File: src/rtl/irq_wdt_pkg.sv
// constants and carrier types for the interrupt and watchdog unit
// assumes one 125 MHz clock and an AXI4-Lite master with 32-bit data
package irq_wdt_pkg;

  localparam int NUM_SRC = 11;
  localparam int NUM_PINS = 14;

  // source bit positions, identical in the enable and flag registers
  localparam int SRC_TIMER0 = 0;
  localparam int SRC_TIMER1 = 1;
  localparam int SRC_TIMER2 = 2;
  localparam int SRC_TIMER3 = 3;
  localparam int SRC_PIN_CHANGE = 4;
  localparam int SRC_EXT0 = 5;
  localparam int SRC_WDT = 6;
  localparam int SRC_EXT1 = 7;
  localparam int SRC_LOW_VOLTAGE = 8;
  localparam int SRC_COMPARATOR = 9;
  localparam int SRC_CONVERSION = 10;

  // pin vector: port a on 7:0, port b on 13:8
  localparam int PIN_PB0 = 8;
  localparam int PIN_PB1 = 9;

  localparam logic [10:0] VEC_TRAP = 11'h001;
  localparam logic [10:0] VEC_HW = 11'h008;

  // register byte addresses
  localparam logic [7:0] ADDR_ENABLE = 8'h00;
  localparam logic [7:0] ADDR_FLAG = 8'h04;
  localparam logic [7:0] ADDR_POWER = 8'h08;
  localparam logic [7:0] ADDR_STATUS = 8'h0c;
  localparam logic [7:0] ADDR_WAKE = 8'h10;
  localparam logic [7:0] ADDR_EXT = 8'h14;
  localparam logic [7:0] ADDR_OSC = 8'h18;

  // power control register fields
  localparam int PWR_RATIO_LSB = 0;
  localparam int PWR_PS_WDT_BIT = 3;
  localparam int PWR_WDT_RUN_BIT = 7;
  localparam logic [7:0] PWR_RESET = 8'h80;
  // status register fields
  localparam int STAT_EOC_BIT = 0;
  localparam int STAT_TIMEOUT_BIT = 4;
  // external select register fields
  localparam int EXT0_SEL_BIT = 0;
  localparam int EXT1_SEL_BIT = 1;
  localparam int EXT_EDGE_BIT = 2;
  // osc control register: live comparator output
  localparam int OSC_CMP_BIT = 7;

  localparam logic [1:0] RESP_OKAY = 2'b00;
  localparam logic [1:0] RESP_DECERR = 2'b11;

  // watchdog oscillator rate and base periods
  localparam int WDT_TICK_KHZ = 64;
  localparam int WDT_PERIOD0_US = 3500;
  localparam int WDT_PERIOD1_US = 15000;
  localparam int WDT_PERIOD2_US = 60000;
  localparam int WDT_PERIOD3_US = 250000;
  localparam int WDT_TICKS0 = WDT_PERIOD0_US * WDT_TICK_KHZ / 1000;
  localparam int WDT_TICKS1 = WDT_PERIOD1_US * WDT_TICK_KHZ / 1000;
  localparam int WDT_TICKS2 = WDT_PERIOD2_US * WDT_TICK_KHZ / 1000;
  localparam int WDT_TICKS3 = WDT_PERIOD3_US * WDT_TICK_KHZ / 1000;

  typedef struct packed {
    logic trap;
    logic ret;
    logic irq_on;
    logic irq_off;
    logic wdt_clear;
  } core_op_t;

  typedef struct packed {
    logic enable;
    logic irq_mode;
    logic [1:0] period;
  } wdt_cfg_t;

endpackage

File: src/rtl/irq_wdt_unit.sv
// interrupt collection, vectoring, global enable and watchdog timer
// assumes opcode pulses from the core, event inputs synchronous to clock_in,
// watchdog oscillator delivered as a one-cycle tick, AXI4-Lite master
module irq_wdt_unit #(
  parameter int unsigned WDT_TICKS_P0 = irq_wdt_pkg::WDT_TICKS0,
  parameter int unsigned WDT_TICKS_P1 = irq_wdt_pkg::WDT_TICKS1,
  parameter int unsigned WDT_TICKS_P2 = irq_wdt_pkg::WDT_TICKS2,
  parameter int unsigned WDT_TICKS_P3 = irq_wdt_pkg::WDT_TICKS3
) (
  input wire logic clock_in,
  input wire logic srst_in,
  input wire logic [7:0] awaddr_in,
  input wire logic awvalid_in,
  output logic awready_out,
  input wire logic [31:0] wdata_in,
  input wire logic [3:0] wstrb_in,
  input wire logic wvalid_in,
  output logic wready_out,
  output logic [1:0] bresp_out,
  output logic bvalid_out,
  input wire logic bready_in,
  input wire logic [7:0] araddr_in,
  input wire logic arvalid_in,
  output logic arready_out,
  output logic [31:0] rdata_out,
  output logic [1:0] rresp_out,
  output logic rvalid_out,
  input wire logic rready_in,
  input wire irq_wdt_pkg::core_op_t op_in,
  input wire irq_wdt_pkg::wdt_cfg_t wdt_cfg_in,
  input wire logic wdt_tick_in,
  input wire logic timer0_wrap_in,
  input wire logic [2:0] timer_underflow_in,
  input wire logic [13:0] pins_in,
  input wire logic [13:0] pin_is_input_in,
  input wire logic low_voltage_in,
  input wire logic comparator_in,
  input wire logic conversion_done_in,
  output logic vector_req_out,
  output logic [10:0] vector_addr_out,
  output logic global_irq_enable_out,
  output logic chip_reset_out,
  output logic timeout_flag_out
);
  import irq_wdt_pkg::*;

  localparam logic [17:0] LIMIT0 = 18'(WDT_TICKS_P0);
  localparam logic [17:0] LIMIT1 = 18'(WDT_TICKS_P1);
  localparam logic [17:0] LIMIT2 = 18'(WDT_TICKS_P2);
  localparam logic [17:0] LIMIT3 = 18'(WDT_TICKS_P3);

  // register state
  logic [10:0] irq_en;
  logic [10:0] flags;
  logic [7:0] power_ctl;
  logic [13:0] wake_select;
  logic [2:0] ext_cfg;
  logic global_irq_enable;
  logic timeout_flag;
  // bus state
  logic aw_full;
  logic w_full;
  logic [7:0] aw_addr;
  logic [31:0] w_data;
  logic [3:0] w_strb;
  // event history
  logic hist_valid;
  logic [13:0] prev_pins;
  logic prev_low_voltage;
  logic prev_done;
  logic cmp_latched;
  logic cmp_seen;
  // watchdog
  logic [17:0] base_cnt;
  logic [7:0] pre_cnt;

  // AXI4-Lite handshakes
  wire aw_take = awvalid_in & awready_out;
  wire w_take = wvalid_in & wready_out;
  wire ar_take = arvalid_in & arready_out;
  wire wr_fire = aw_full & w_full & ~bvalid_out;
  wire next_aw_full = wr_fire ? 1'b0 : (aw_full | aw_take);
  wire next_w_full = wr_fire ? 1'b0 : (w_full | w_take);
  wire next_bvalid = wr_fire | (bvalid_out & ~bready_in);
  wire next_rvalid = ar_take | (rvalid_out & ~rready_in);
  wire [31:0] wmask = {{8{w_strb[3]}}, {8{w_strb[2]}}, {8{w_strb[1]}}, {8{w_strb[0]}}};
  wire [31:0] wbits = w_data & wmask;
  wire [31:0] wkeep = ~wmask;

  // write decode
  wire wr_enable = wr_fire & (aw_addr == ADDR_ENABLE);
  wire wr_flag = wr_fire & (aw_addr == ADDR_FLAG);
  wire wr_power = wr_fire & (aw_addr == ADDR_POWER);
  wire wr_wake = wr_fire & (aw_addr == ADDR_WAKE);
  wire wr_ext = wr_fire & (aw_addr == ADDR_EXT);
  wire wr_hit = (aw_addr == ADDR_ENABLE) | (aw_addr == ADDR_FLAG) | (aw_addr == ADDR_POWER) |
                (aw_addr == ADDR_STATUS) | (aw_addr == ADDR_WAKE) | (aw_addr == ADDR_EXT) |
                (aw_addr == ADDR_OSC);

  // read decode
  wire [10:0] flag_view = flags & irq_en;
  wire sel_enable = araddr_in == ADDR_ENABLE;
  wire sel_flag = araddr_in == ADDR_FLAG;
  wire sel_power = araddr_in == ADDR_POWER;
  wire sel_status = araddr_in == ADDR_STATUS;
  wire sel_wake = araddr_in == ADDR_WAKE;
  wire sel_ext = araddr_in == ADDR_EXT;
  wire sel_osc = araddr_in == ADDR_OSC;
  wire rd_hit = sel_enable | sel_flag | sel_power | sel_status | sel_wake | sel_ext | sel_osc;
  wire [31:0] status_word = (32'(timeout_flag) << STAT_TIMEOUT_BIT) |
                            (32'(conversion_done_in) << STAT_EOC_BIT);
  wire [31:0] rd_word = sel_enable ? {21'h0, irq_en} :
                        sel_flag ? {21'h0, flag_view} :
                        sel_power ? {24'h0, power_ctl} :
                        sel_status ? status_word :
                        sel_wake ? {18'h0, wake_select} :
                        sel_ext ? {29'h0, ext_cfg} :
                        sel_osc ? (32'(comparator_in) << OSC_CMP_BIT) : 32'h0;
  wire osc_read = ar_take & sel_osc;

  // pin change and external edges
  wire ext0_sel = ext_cfg[EXT0_SEL_BIT];
  wire ext1_sel = ext_cfg[EXT1_SEL_BIT];
  wire edge_polarity = ext_cfg[EXT_EDGE_BIT];
  wire [13:0] ext_block = (14'(ext0_sel) << PIN_PB0) | (14'(ext1_sel) << PIN_PB1);
  wire [13:0] change_mask = wake_select & pin_is_input_in & ~ext_block;
  wire pin_change_evt = hist_valid & (|((pins_in ^ prev_pins) & change_mask));
  wire pb0_rise = pins_in[PIN_PB0] & ~prev_pins[PIN_PB0];
  wire pb0_fall = ~pins_in[PIN_PB0] & prev_pins[PIN_PB0];
  wire pb1_rise = pins_in[PIN_PB1] & ~prev_pins[PIN_PB1];
  wire pb1_fall = ~pins_in[PIN_PB1] & prev_pins[PIN_PB1];
  wire ext0_evt = hist_valid & ext0_sel & (edge_polarity ? pb0_rise : pb0_fall);
  wire ext1_evt = hist_valid & ext1_sel & (edge_polarity ? pb1_rise : pb1_fall);
  wire low_voltage_evt = hist_valid & prev_low_voltage & ~low_voltage_in;
  // one event per mismatch; a read of the osc register rearms the detector
  wire cmp_evt = (comparator_in != cmp_latched) & ~cmp_seen;
  wire done_evt = hist_valid & conversion_done_in & ~prev_done;

  // watchdog
  wire wdt_active = wdt_cfg_in.enable & power_ctl[PWR_WDT_RUN_BIT];
  wire ps_routed = power_ctl[PWR_PS_WDT_BIT];
  wire [2:0] ratio = power_ctl[PWR_RATIO_LSB +: 3];
  wire [17:0] base_limit = (wdt_cfg_in.period == 2'd0) ? LIMIT0 :
                           (wdt_cfg_in.period == 2'd1) ? LIMIT1 :
                           (wdt_cfg_in.period == 2'd2) ? LIMIT2 : LIMIT3;
  // ticks are counted whatever the core's operating mode, so sleep never stops it
  wire base_wrap = wdt_active & wdt_tick_in & (base_cnt == base_limit - 18'd1);
  // with the prescaler routed, interrupt mode divides by one extra power of two
  wire [3:0] div_log = {1'b0, ratio} + {3'b0, wdt_cfg_in.irq_mode};
  wire [8:0] div_last = (9'h1 << div_log) - 9'h1;
  wire pre_last = {1'b0, pre_cnt} == div_last;
  wire wdt_expire = base_wrap & (~ps_routed | pre_last);
  wire wdt_evt = wdt_expire & wdt_cfg_in.irq_mode;
  wire wdt_clr_routed = op_in.wdt_clear & ps_routed;

  // sources at fixed positions
  wire [10:0] events = (11'(timer0_wrap_in) << SRC_TIMER0) |
                       (11'(timer_underflow_in[0]) << SRC_TIMER1) |
                       (11'(timer_underflow_in[1]) << SRC_TIMER2) |
                       (11'(timer_underflow_in[2]) << SRC_TIMER3) |
                       (11'(pin_change_evt) << SRC_PIN_CHANGE) |
                       (11'(ext0_evt) << SRC_EXT0) |
                       (11'(wdt_evt) << SRC_WDT) |
                       (11'(ext1_evt) << SRC_EXT1) |
                       (11'(low_voltage_evt) << SRC_LOW_VOLTAGE) |
                       (11'(cmp_evt) << SRC_COMPARATOR) |
                       (11'(done_evt) << SRC_CONVERSION);
  // only written zeros clear; an event in the same cycle wins
  wire [10:0] flag_clear = wr_flag ? (wmask[10:0] & ~w_data[10:0]) : 11'h0;
  wire [10:0] next_flags = (flags & ~flag_clear) | events;

  // vectoring; pending requests wait for the global enable
  wire hw_req = (|(flags & irq_en)) & global_irq_enable;
  wire take_vector = op_in.trap | hw_req;
  wire next_gie = take_vector ? 1'b0 :
                  (op_in.ret | op_in.irq_on) ? 1'b1 :
                  op_in.irq_off ? 1'b0 : global_irq_enable;

  always_ff @(posedge clock_in) begin
    if (srst_in) begin
      aw_full <= 1'b0;
      w_full <= 1'b0;
      awready_out <= 1'b0;
      wready_out <= 1'b0;
      bvalid_out <= 1'b0;
      bresp_out <= RESP_OKAY;
      arready_out <= 1'b0;
      rvalid_out <= 1'b0;
      rresp_out <= RESP_OKAY;
      rdata_out <= 32'h0;
    end else begin
      aw_full <= next_aw_full;
      w_full <= next_w_full;
      awready_out <= ~next_aw_full & ~next_bvalid;
      wready_out <= ~next_w_full & ~next_bvalid;
      bvalid_out <= next_bvalid;
      arready_out <= ~next_rvalid;
      rvalid_out <= next_rvalid;
      if (wr_fire) begin
        bresp_out <= wr_hit ? RESP_OKAY : RESP_DECERR;
      end
      if (ar_take) begin
        rdata_out <= rd_word;
        rresp_out <= rd_hit ? RESP_OKAY : RESP_DECERR;
      end
    end
  end

  always_ff @(posedge clock_in) begin
    if (aw_take) begin
      aw_addr <= awaddr_in;
    end
    if (w_take) begin
      w_data <= wdata_in;
      w_strb <= wstrb_in;
    end
  end

  always_ff @(posedge clock_in) begin
    if (srst_in) begin
      irq_en <= 11'h0;
      flags <= 11'h0;
      power_ctl <= PWR_RESET;
      wake_select <= 14'h0;
      ext_cfg <= 3'h0;
    end else begin
      flags <= next_flags;
      if (wr_enable) begin
        irq_en <= (irq_en & wkeep[10:0]) | wbits[10:0];
      end
      if (wr_power) begin
        power_ctl <= (power_ctl & wkeep[7:0]) | wbits[7:0];
      end
      if (wr_wake) begin
        wake_select <= (wake_select & wkeep[13:0]) | wbits[13:0];
      end
      if (wr_ext) begin
        ext_cfg <= (ext_cfg & wkeep[2:0]) | wbits[2:0];
      end
    end
  end

  always_ff @(posedge clock_in) begin
    if (srst_in) begin
      hist_valid <= 1'b0;
      prev_pins <= 14'h0;
      prev_low_voltage <= 1'b0;
      prev_done <= 1'b0;
      cmp_latched <= 1'b0;
      cmp_seen <= 1'b1;
    end else begin
      hist_valid <= 1'b1;
      prev_pins <= pins_in;
      prev_low_voltage <= low_voltage_in;
      prev_done <= conversion_done_in;
      if (osc_read) begin
        cmp_latched <= comparator_in;
        cmp_seen <= 1'b0;
      end else if (cmp_evt) begin
        cmp_seen <= 1'b1;
      end
    end
  end

  always_ff @(posedge clock_in) begin
    if (srst_in) begin
      base_cnt <= 18'h0;
      pre_cnt <= 8'h0;
      timeout_flag <= 1'b1;
      chip_reset_out <= 1'b0;
    end else begin
      chip_reset_out <= wdt_expire & ~wdt_cfg_in.irq_mode;
      // every base wrap restarts the count, or a divided period would never end
      if (op_in.wdt_clear | base_wrap | ~wdt_active) begin
        base_cnt <= 18'h0;
      end else if (wdt_tick_in) begin
        base_cnt <= base_cnt + 18'd1;
      end
      if (wdt_clr_routed | wdt_expire | ~wdt_active) begin
        pre_cnt <= 8'h0;
      end else if (base_wrap) begin
        pre_cnt <= pre_cnt + 8'd1;
      end
      // expiry outranks a clear landing in the same cycle
      if (wdt_expire) begin
        timeout_flag <= 1'b0;
      end else if (wdt_clr_routed) begin
        timeout_flag <= 1'b1;
      end
    end
  end

  always_ff @(posedge clock_in) begin
    if (srst_in) begin
      global_irq_enable <= 1'b0;
      vector_req_out <= 1'b0;
      vector_addr_out <= 11'h0;
    end else begin
      global_irq_enable <= next_gie;
      vector_req_out <= take_vector;
      if (take_vector) begin
        vector_addr_out <= op_in.trap ? VEC_TRAP : VEC_HW;
      end
    end
  end

  assign global_irq_enable_out = global_irq_enable;
  assign timeout_flag_out = timeout_flag;
endmodule // irq_wdt_unit

File: config.mk
export PLATFORM = sky130hd
export DESIGN_NAME = irq_wdt_unit
export DESIGN_NICKNAME = d
export VERILOG_FILES = /design/src/rtl/irq_wdt_pkg.sv /design/src/rtl/irq_wdt_unit.sv
export SDC_FILE = /design/constraint.sdc
export NUM_CORES = 1
export LEC_CHECK = 0
export BUFFER_PORTS_ARGS = -buffer_cell sky130_fd_sc_hd__buf_2
export CORE_UTILIZATION = 50
export CTS_CLUSTER_SIZE = 8
export DETAILED_ROUTE_END_ITERATION = 10
export PLACE_DENSITY_LB_ADDON = 0.05
export SYNTH_ARGS = -nofsm -noshare
export SYNTH_HDL_FRONTEND = slang
export SYNTH_SLANG_ARGS = --single-unit
File: constraint.sdc
create_clock -name clock_in -period 11.2 [get_ports clock_in]
set_clock_uncertainty 0.15 [all_clocks]
set_input_delay 2.24 -clock clock_in [delete_from_list [all_inputs] [get_ports clock_in]]
set_output_delay 2.24 -clock clock_in [all_outputs]
set_load 0.01 [all_outputs]
Word-level counts from Yosys, hierarchy flattened:

Cells that the tools add are included.

* add/subtract/negate cells: 5
* equality and inequality tests: 17
* shifts and indexed selects: 1
* mux-type cells: 25
* bitwise gates (word level): 110
* reduce and logical (&&, ||, !) cells: 11

Operators with widths (count)
* $mux 14: 8
* $and 14x14->14: 5
* $eq 8x5->1 const B: 6
* $and 11x11->11: 4
* $and 1x1->1: 37
* $eq 8x4->1 const B: 4
* $or 1x1->1: 23
* $not 11->11: 2
* $or 11x11->11: 2
* $or 9x10->10: 2
* $add 18x1->18 const B: 1
* $eq 18x18->1: 1
* $not 1->1: 17
* $eq 8x3->1 const B: 2
* $logic_not 8->1: 2
* $mux 8: 2
* $sub 14x1->15 const B: 1
* $not 10->14: 1
* $not 14->14: 1
* $or 14x14->14: 1
* $reduce_or 14->1: 1
* $xor 14x14->14: 1
* $mux 1: 11
* $mux 11: 1
* other kinds (28): 33

* register bits: 174
* bits of input ports: 104
* output and inout bits: 56
* logic and storage cells: 200

Longest topological paths before layout:

Gate-level depths: netlist of the first run.

* word-level depth: 15
* mapped depth: 15
* gate-level depth less buffers: 13

Worst setup path before layout of the first run:

OpenSTA, ideal clock, no wires.

* path type: input -> register
* from: input wdt_cfg_in[2] (netlist name)
* to: register timeout_flag (netlist: timeout_flag_out)
* setup time: 0.120 ns
* arrival time: 4.985 ns
* required time: 10.930 ns
* slack: 5.945 ns
* stages on the path: 13
* cell sequence: ha_1 -> ha_1 -> buf_4 -> or3_1 -> o32a_1 -> ha_1 -> nor2b_1 -> a32oi_1 -> xnor2_1 -> or4_1 -> buf_2 -> o21a_1 -> o31a_1

* word-level cells in the longest chain between the ends: 7
* elaborated cells on any way between the ends: 8
* classes of those cells: 2 x add/sub; 1 x eq/ne; 1 x shift; 1 x mux; 2 x bitwise; 1 x reduce/logical

Ends and longest elaborated chain
* from (decl): line irq_wdt_unit.sv:30 `input wire irq_wdt_pkg::wdt_cfg_t wdt_cfg_in,`
* $add 3x1->4 *: line irq_wdt_unit.sv:149 `wire [3:0] div_log = {1'b0, ratio} + {3'b0, wdt_cfg_in.irq_mode};`
* $shl 1x4->9 *: line irq_wdt_unit.sv:150 `wire [8:0] div_last = (9'h1 << div_log) - 9'h1;`
* $sub 9x1->9 *: line irq_wdt_unit.sv:150
* $eq 8x9->1 *: line irq_wdt_unit.sv:151 `wire pre_last = {1'b0, pre_cnt} == div_last;`
* $or 1x1->1 *: line irq_wdt_unit.sv:152 `wire wdt_expire = base_wrap & (~ps_routed | pre_last);`
* $and 1x1->1 *: line irq_wdt_unit.sv:152
* $mux 1 or $reduce_bool 2->1 (tied branches)
* to (signal assigned): line irq_wdt_unit.sv:269 `timeout_flag <= 1'b1;`
* to (signal assigned): line irq_wdt_unit.sv:286 `timeout_flag <= 1'b0;`
* to (signal assigned): line irq_wdt_unit.sv:288 `timeout_flag <= 1'b1;`
* to (decl): line irq_wdt_unit.sv:59 `logic timeout_flag;`

Mark *: on every way between the ends. The rest lies on a longest branch, timed or not.
A chain may end at the register's enable or synchronous reset.

Worst setup path after layout of the first run:

Ends and elaborated chain as after synthesis.

==> impl_results.md, run 1 <==
- Status: complete, no violations
- Die ar.: 0.0140 mm^2
- Mapped Cells: 727
- Critical Path RT: 11360 ps
- 1st-iter DRT viols: 449
- Global-route wire length before repair: 26000 um
- Sequential area share after synthesis: 0.464
- Vias: 5562
- CORE AREA: 0.0132 mm^2
- Gp weighted congestion: 0.821
- Ranking of synthesized cells by area: dfxtp_1, edfxtp_1, mux2i_1
- Grt total ovfl: 0
- H-tree depth: 4
- CP max stage cell: or4_1
- Async SR Flop Fraction: 0
- Pleak: 0.00321 uW
- Top-count cell post-synth: dfxtp_1
- Rel. slew slack: 0.236
- Footprint of the multi-input gates: 0.00331 mm^2
- Fillers: 1189
- Via density: 5.47
- Worst vdd ir: 0.107 mV
- Yosys warns: 0
- Top FF cell, synth: dfxtp_1
- Top cells by count, synth: dfxtp_1, nor2_1, nand2_1
- Startpoint types: input pin
- CTS resizes: 0
- Starting Density: 0.511
- Die Width: 118 um
- Layout cells sized above 1: 0.188
- PortBufs: 112
- Period utilisation layout: 0.497
- Fin crit period: 5570 ps
- Final Core Density: 0.599
- Pre-antenna DRT Iters: 7
- Net count reported at finish: 942
- Critical path type: in -> reg
- Placement Rows: 42
- Number of synthesized flops with an enable pin: 24
- #FFs+latches synth: 145
- Cts hold-fix bufs: 0
- Synth top area share: 0.358
- Cell Pwr Density: 155 mW/mm^2
- Peak Freq: 180 MHz
- Routed WL: 16200 um
- Clock Tree Buf Depth: 2
- Final ANT Viol Nets: 0
- Total setup buffers inserted after CTS: 0
- Worst-Margin Slew: 1140 ps
- CP endpoint kind: flip-flop
- Yosys cell types: 67
- CTS tree: done
- Pin count of the biggest net entering global routing: 93
- Cell Chain, Critical Path: buf_2 > ha_1 > xor2_1 > o32a_1 > ha_1 > nor2b_1 > o211ai_1 > o211ai_1 > o21ai_1 > or4_1 > o21a_1 > o31a_1
- Area Growth Syn to Fin: 17.3%
- CP peak stage delay: 710 ps
- Final Hold Fails: 0
- Max Cap Violations: 0
- Area leader, netlist: dfxtp_1
- Skew-Pair Late Insertion Delay: 430 ps
- CP delay by family, top: compound AO/OA/AOI/OAI gates
- Final WS setup: 5630 ps
- Syn avg cell area: 9.31 um^2
- DP Wirelength: 11500 um
- Count of final setup violators: 0
- Setup TNS: 0 ps
- Pre-CTS setup slack: 5190 ps
- CTS buffer count: 17
- Ports: 160
- Register area: 0.00314 mm^2
- Root buf cell: clkbuf_16
- Bufs and invs on worst path: 1
- N_diodes: 0
- Die span in y: 118 um
- Vias in the first global route: 5209
- Final Max Tran Viols: 0
- RSZ-0062 raised after global routing: no
- Sink Count: 145
- Clock Pin Slew Worst Setup and Hold Paths: 60 ps
- WL per Instance: 16.0 um
- GRT Util Overall: 0.239
- Mapped Area: 0.00677 mm^2
- Critical Path Fanout Max: 15
- DRC: 0
- Initial antenna violation count: 0
- CP arrival: 5730 ps
- Hold Path Class: reg -> reg
==> cells by family after synthesis <==
| group | after synthesis | share of synthesized area |
|---|---|---|
| adder cells (fa/ha/maj) | 10 | 0.0185 |
| XOR/XNOR | 40 | 0.0540 |
| flip-flops | 145 | 0.464 |
| AO/OA/AOI/OAI | 128 | 0.131 |
| buffers and inverters | 75 | 0.0614 |
| AND/OR/NAND/NOR | 289 | 0.212 |
| other | 1 | 0.000554 |
| multiplexers | 39 | 0.0588 |
==> placed cells by master (no fill, tap or decap), types with 10 or more instances in the layout <==
master and instances:
dfxtp_1 121, buf_2 112, nor2_1 85, nand2_1 60, nand3_1 35, mux2i_1 33, xor2_1 30, a21oi_1 27
conb_1 27, nor3_1 24, edfxtp_1 24, nor2b_1 20, o21ai_0 19, clkbuf_16 17, inv_1 15, nand4_1 12
and2_1 10, ha_1 10
==> through the flow <==
stage | cells | hold WS, ps | instance area, um^2 | power [uW]
6_report | 1017 | 299 | 7940 | 1230
5_1_grt | 1017 | 332 | 7940 | 1270
3_3_place_gp | 985 | 290 | 7320 | 635
2_1_floorplan | 753 | 276 | 6860 | 611
4_1_cts | 1017 | 304 | 7940 | 1240
3_5_place_dp | 985 | 294 | 7320 | 637
==> path summary, 6_finish.rpt <==
path | from | end | slack [ps] | cells past startpoint
worst max-delay path | wdt_cfg_in[2] | timeout_flag_out | 5630 | 12
worst max register to register | flip-flop | timeout_flag_out | 7200 | 11
worst min-delay path | rdata_out[11] | rdata_out[11] | 300 | 2
worst min register to register | rdata_out[11] | rdata_out[11] | 300 | 2
==> tightest hold or removal path, cell delays in order (launching register included) <==
cell and delay, ps:
dfxtp_1 310, nand2_1 50, a21oi_1 50
==> metal layers <==
layer  vias up  share of wire  routed length [um]  global-route usage
met4         0          0.021                 344              0.0929
met2       190           0.47                7650               0.391
met3        25          0.052                 844              0.0584
met1      2587           0.46                7410               0.304
met5         -              0                   0                   0
li1       2760              -                   -                   -
==> area by class of cell <==
class / instances / area share
inverter: 16 / 0.00757
tap: 176 / 0.0277
clock inverter: 12 / 0.0232
multi-input combinational: 533 / 0.417
sequential: 145 / 0.396
timing repair buffer: 115 / 0.0735
clock buffer: 20 / 0.0550
==> report_power, final <==
part,internal [uW],switching [uW]
registers,545,9.65
clock network,375,226
logic,28.6,42.1
total,949,278
No activity file was read; power rests on OpenSTA's default activity.
==> run 2, diff against run 1 <==
--- a/config.mk
+++ b/config.mk
@@ -6,7 +6,7 @@
 export NUM_CORES = 1
 export LEC_CHECK = 0
 export BUFFER_PORTS_ARGS = -buffer_cell sky130_fd_sc_hd__buf_2
-export CORE_UTILIZATION = 50
+export CORE_UTILIZATION = 49
 export CTS_CLUSTER_SIZE = 8
 export DETAILED_ROUTE_END_ITERATION = 10
 export PLACE_DENSITY_LB_ADDON = 0.05
==> constraint.sdc (replaced) <==
create_clock -name clock_in -period 4.8 [get_ports clock_in]
set_clock_uncertainty 0.15 [all_clocks]
set_input_delay 0.96 -clock clock_in [delete_from_list [all_inputs] [get_ports clock_in]]
set_output_delay 0.96 -clock clock_in [all_outputs]
set_load 0.01 [all_outputs]
==> run 2 against run 1 <==
Against the previous run:
- worst hold slack gained 8.6 ps
- worst setup slack worse by 4700 ps
- sequential share of layout area grew 0.14 points
- register-to-register slack worse by 6200 ps
- count of clock-buffer cells in the layout fell by 2
- power grew 120%
- sequential power up 130%
- flip-flop and latch count is the same
- clock power increased by 110%
- combinational power rose by 140%
- largest power group is now sequential cells
==> impl_results.md, run 2 (same netlist as run 1, synthesis figures left out) <==
- FF-to-FF setup slack: 1040 ps
- Pleak: 0.00320 uW
- Skew-Pair Late Insertion Delay: 420 ps
- Commonest non-fill, non-tap cell in the layout: dfxtp_1
- Pre-antenna DRT Iters: 5
- DRC: 0
- Starting Density: 0.507
- CTS resizes: 0
- Startpoint types: input pin
- Vias: 5612
- Setup TNS: 0 ps
- Critical Path RT: 4950 ps
- Period utilisation layout: 0.815
- Sink Count: 145
- Area Growth Syn to Fin: 16.9%
- N_diodes: 0
- Die span in y: 120 um
- CP arrival: 4070 ps
- Cell Pwr Density: 346 mW/mm^2
- H-tree depth: 4
- Fillers: 1240
- WHS: 308 ps
- Gp weighted congestion: 0.821
- Peak Freq: 256 MHz
- Footprint of the multi-input gates: 0.00331 mm^2
- Critical path type: in -> reg
- CP endpoint kind: flip-flop
- Worst vdd ir: 0.243 mV
- Net count reported at finish: 946
- Commonest cells after routing, fill and taps aside: dfxtp_1, buf_2, nor2_1
- Routed WL: 16500 um
- CORE AREA: 0.0133 mm^2
- Initial antenna violation count: 0
- Final Core Density: 0.593
- Final Hold Fails: 0
- Final Max Tran Viols: 0
- Hold Path Class: reg -> reg
- Min-delay src: aw_full
- CTS tree: done
- R2r endpoint: timeout_flag_out
- WHS Endpoint: awready_out
- Vias in the first global route: 5389
- Count of final setup violators: 0
- Worst-Margin Slew: 1060 ps
- Cts hold-fix bufs: 0
- Global-route wire length before repair: 27000 um
- Die ar.: 0.0143 mm^2
- Max Cap Violations: 0
- Clock Pin Slew Worst Setup and Hold Paths: 60 ps
- Root buf cell: clkbuf_16
- GRT Util Overall: 0.242
- Critical Path Fanout Max: 15
- CTS buffer count: 17
- 1st-iter DRT viols: 351
- RSZ-0062 raised after global routing: no
- Rel. slew slack: 0.295
- DP Wirelength: 11900 um
- Register area: 0.00314 mm^2
- WL per Instance: 16.1 um
- Die Width: 120 um
- Via density: 5.50
- Hold Crit Depth: 1
- Grt total ovfl: 0
- R2R cell count: 10
- Final ANT Viol Nets: 0
- Fin crit period: 3910 ps
- Layout cells sized above 1: 0.188
- Ports: 160
- Final WS setup: 887 ps
- PortBufs: 112
- Total setup buffers inserted after CTS: 0
- Pin count of the biggest net entering global routing: 53
- Pre-CTS setup slack: 516 ps
- Status: complete, no violations
- Placement Rows: 42
- Clock Tree Buf Depth: 2
[run 2: worst max-delay path, stage by stage]
cell and delay, ps:
buf_2 140, ha_1 490, xor2_1 280, o32a_1 240, ha_1 290, nor2b_1 230
o211ai_1 160, o211ai_1 110, o21ai_1 80, or4_1 550, o21a_1 250, o31a_1 280
[run 2: metal layers]
| metal | up-vias | wire length [um] | GRT usage |
|---|---|---|---|
| li1 | 2769 | - | - |
| met1 | 2645 | 7360 | 0.299 |
| met2 | 176 | 8090 | 0.412 |
| met3 | 22 | 726 | 0.0509 |
| met4 | 0 | 295 | 0.0938 |
| met5 | - | 0 | 0 |
[run 2: area by class of cell]
class                   count  area share
inverters                  16     0.00759
clock buffers              18      0.0543
multi-input cells         533       0.418
flip-flops and latches    145       0.397
well taps                 176      0.0278
clock inverters            14      0.0174
repair buffers            119      0.0775
[run 2: report_power, final]
part / internal, uW / switching, uW / leakage [uW] / total [uW]
Sequential: 1270 / 22.8 / 0.00121 / 1290
Combinational: 68.3 / 98.9 / 0.00172 / 167
Clock: 761 / 513 / 0.000267 / 1270
Total: 2100 / 635 / 0.00320 / 2740
[run 2: worst max path at each step]
stage	slack (ps)	to	startpoint
finish	890	timeout_flag_out	wdt_cfg_in[2]
global route	640	timeout_flag_out	wdt_cfg_in[2]
CTS	900	timeout_flag_out	wdt_cfg_in[2]
detailed placement	520	timeout_flag_out	wdt_cfg_in[2]
global placement	570	timeout_flag_out	wdt_cfg_in[2]
floorplan	820	timeout_flag_out	wdt_cfg_in[2]
[run 2: metrics by stage]
step	total power, uW	area [um^2]	std cells
finish	2740	7910	1021
global route	2830	7910	1021
CTS	2760	7910	1021
detailed placement	1490	7340	989
global placement	1480	7340	989
floorplan	1430	6860	753
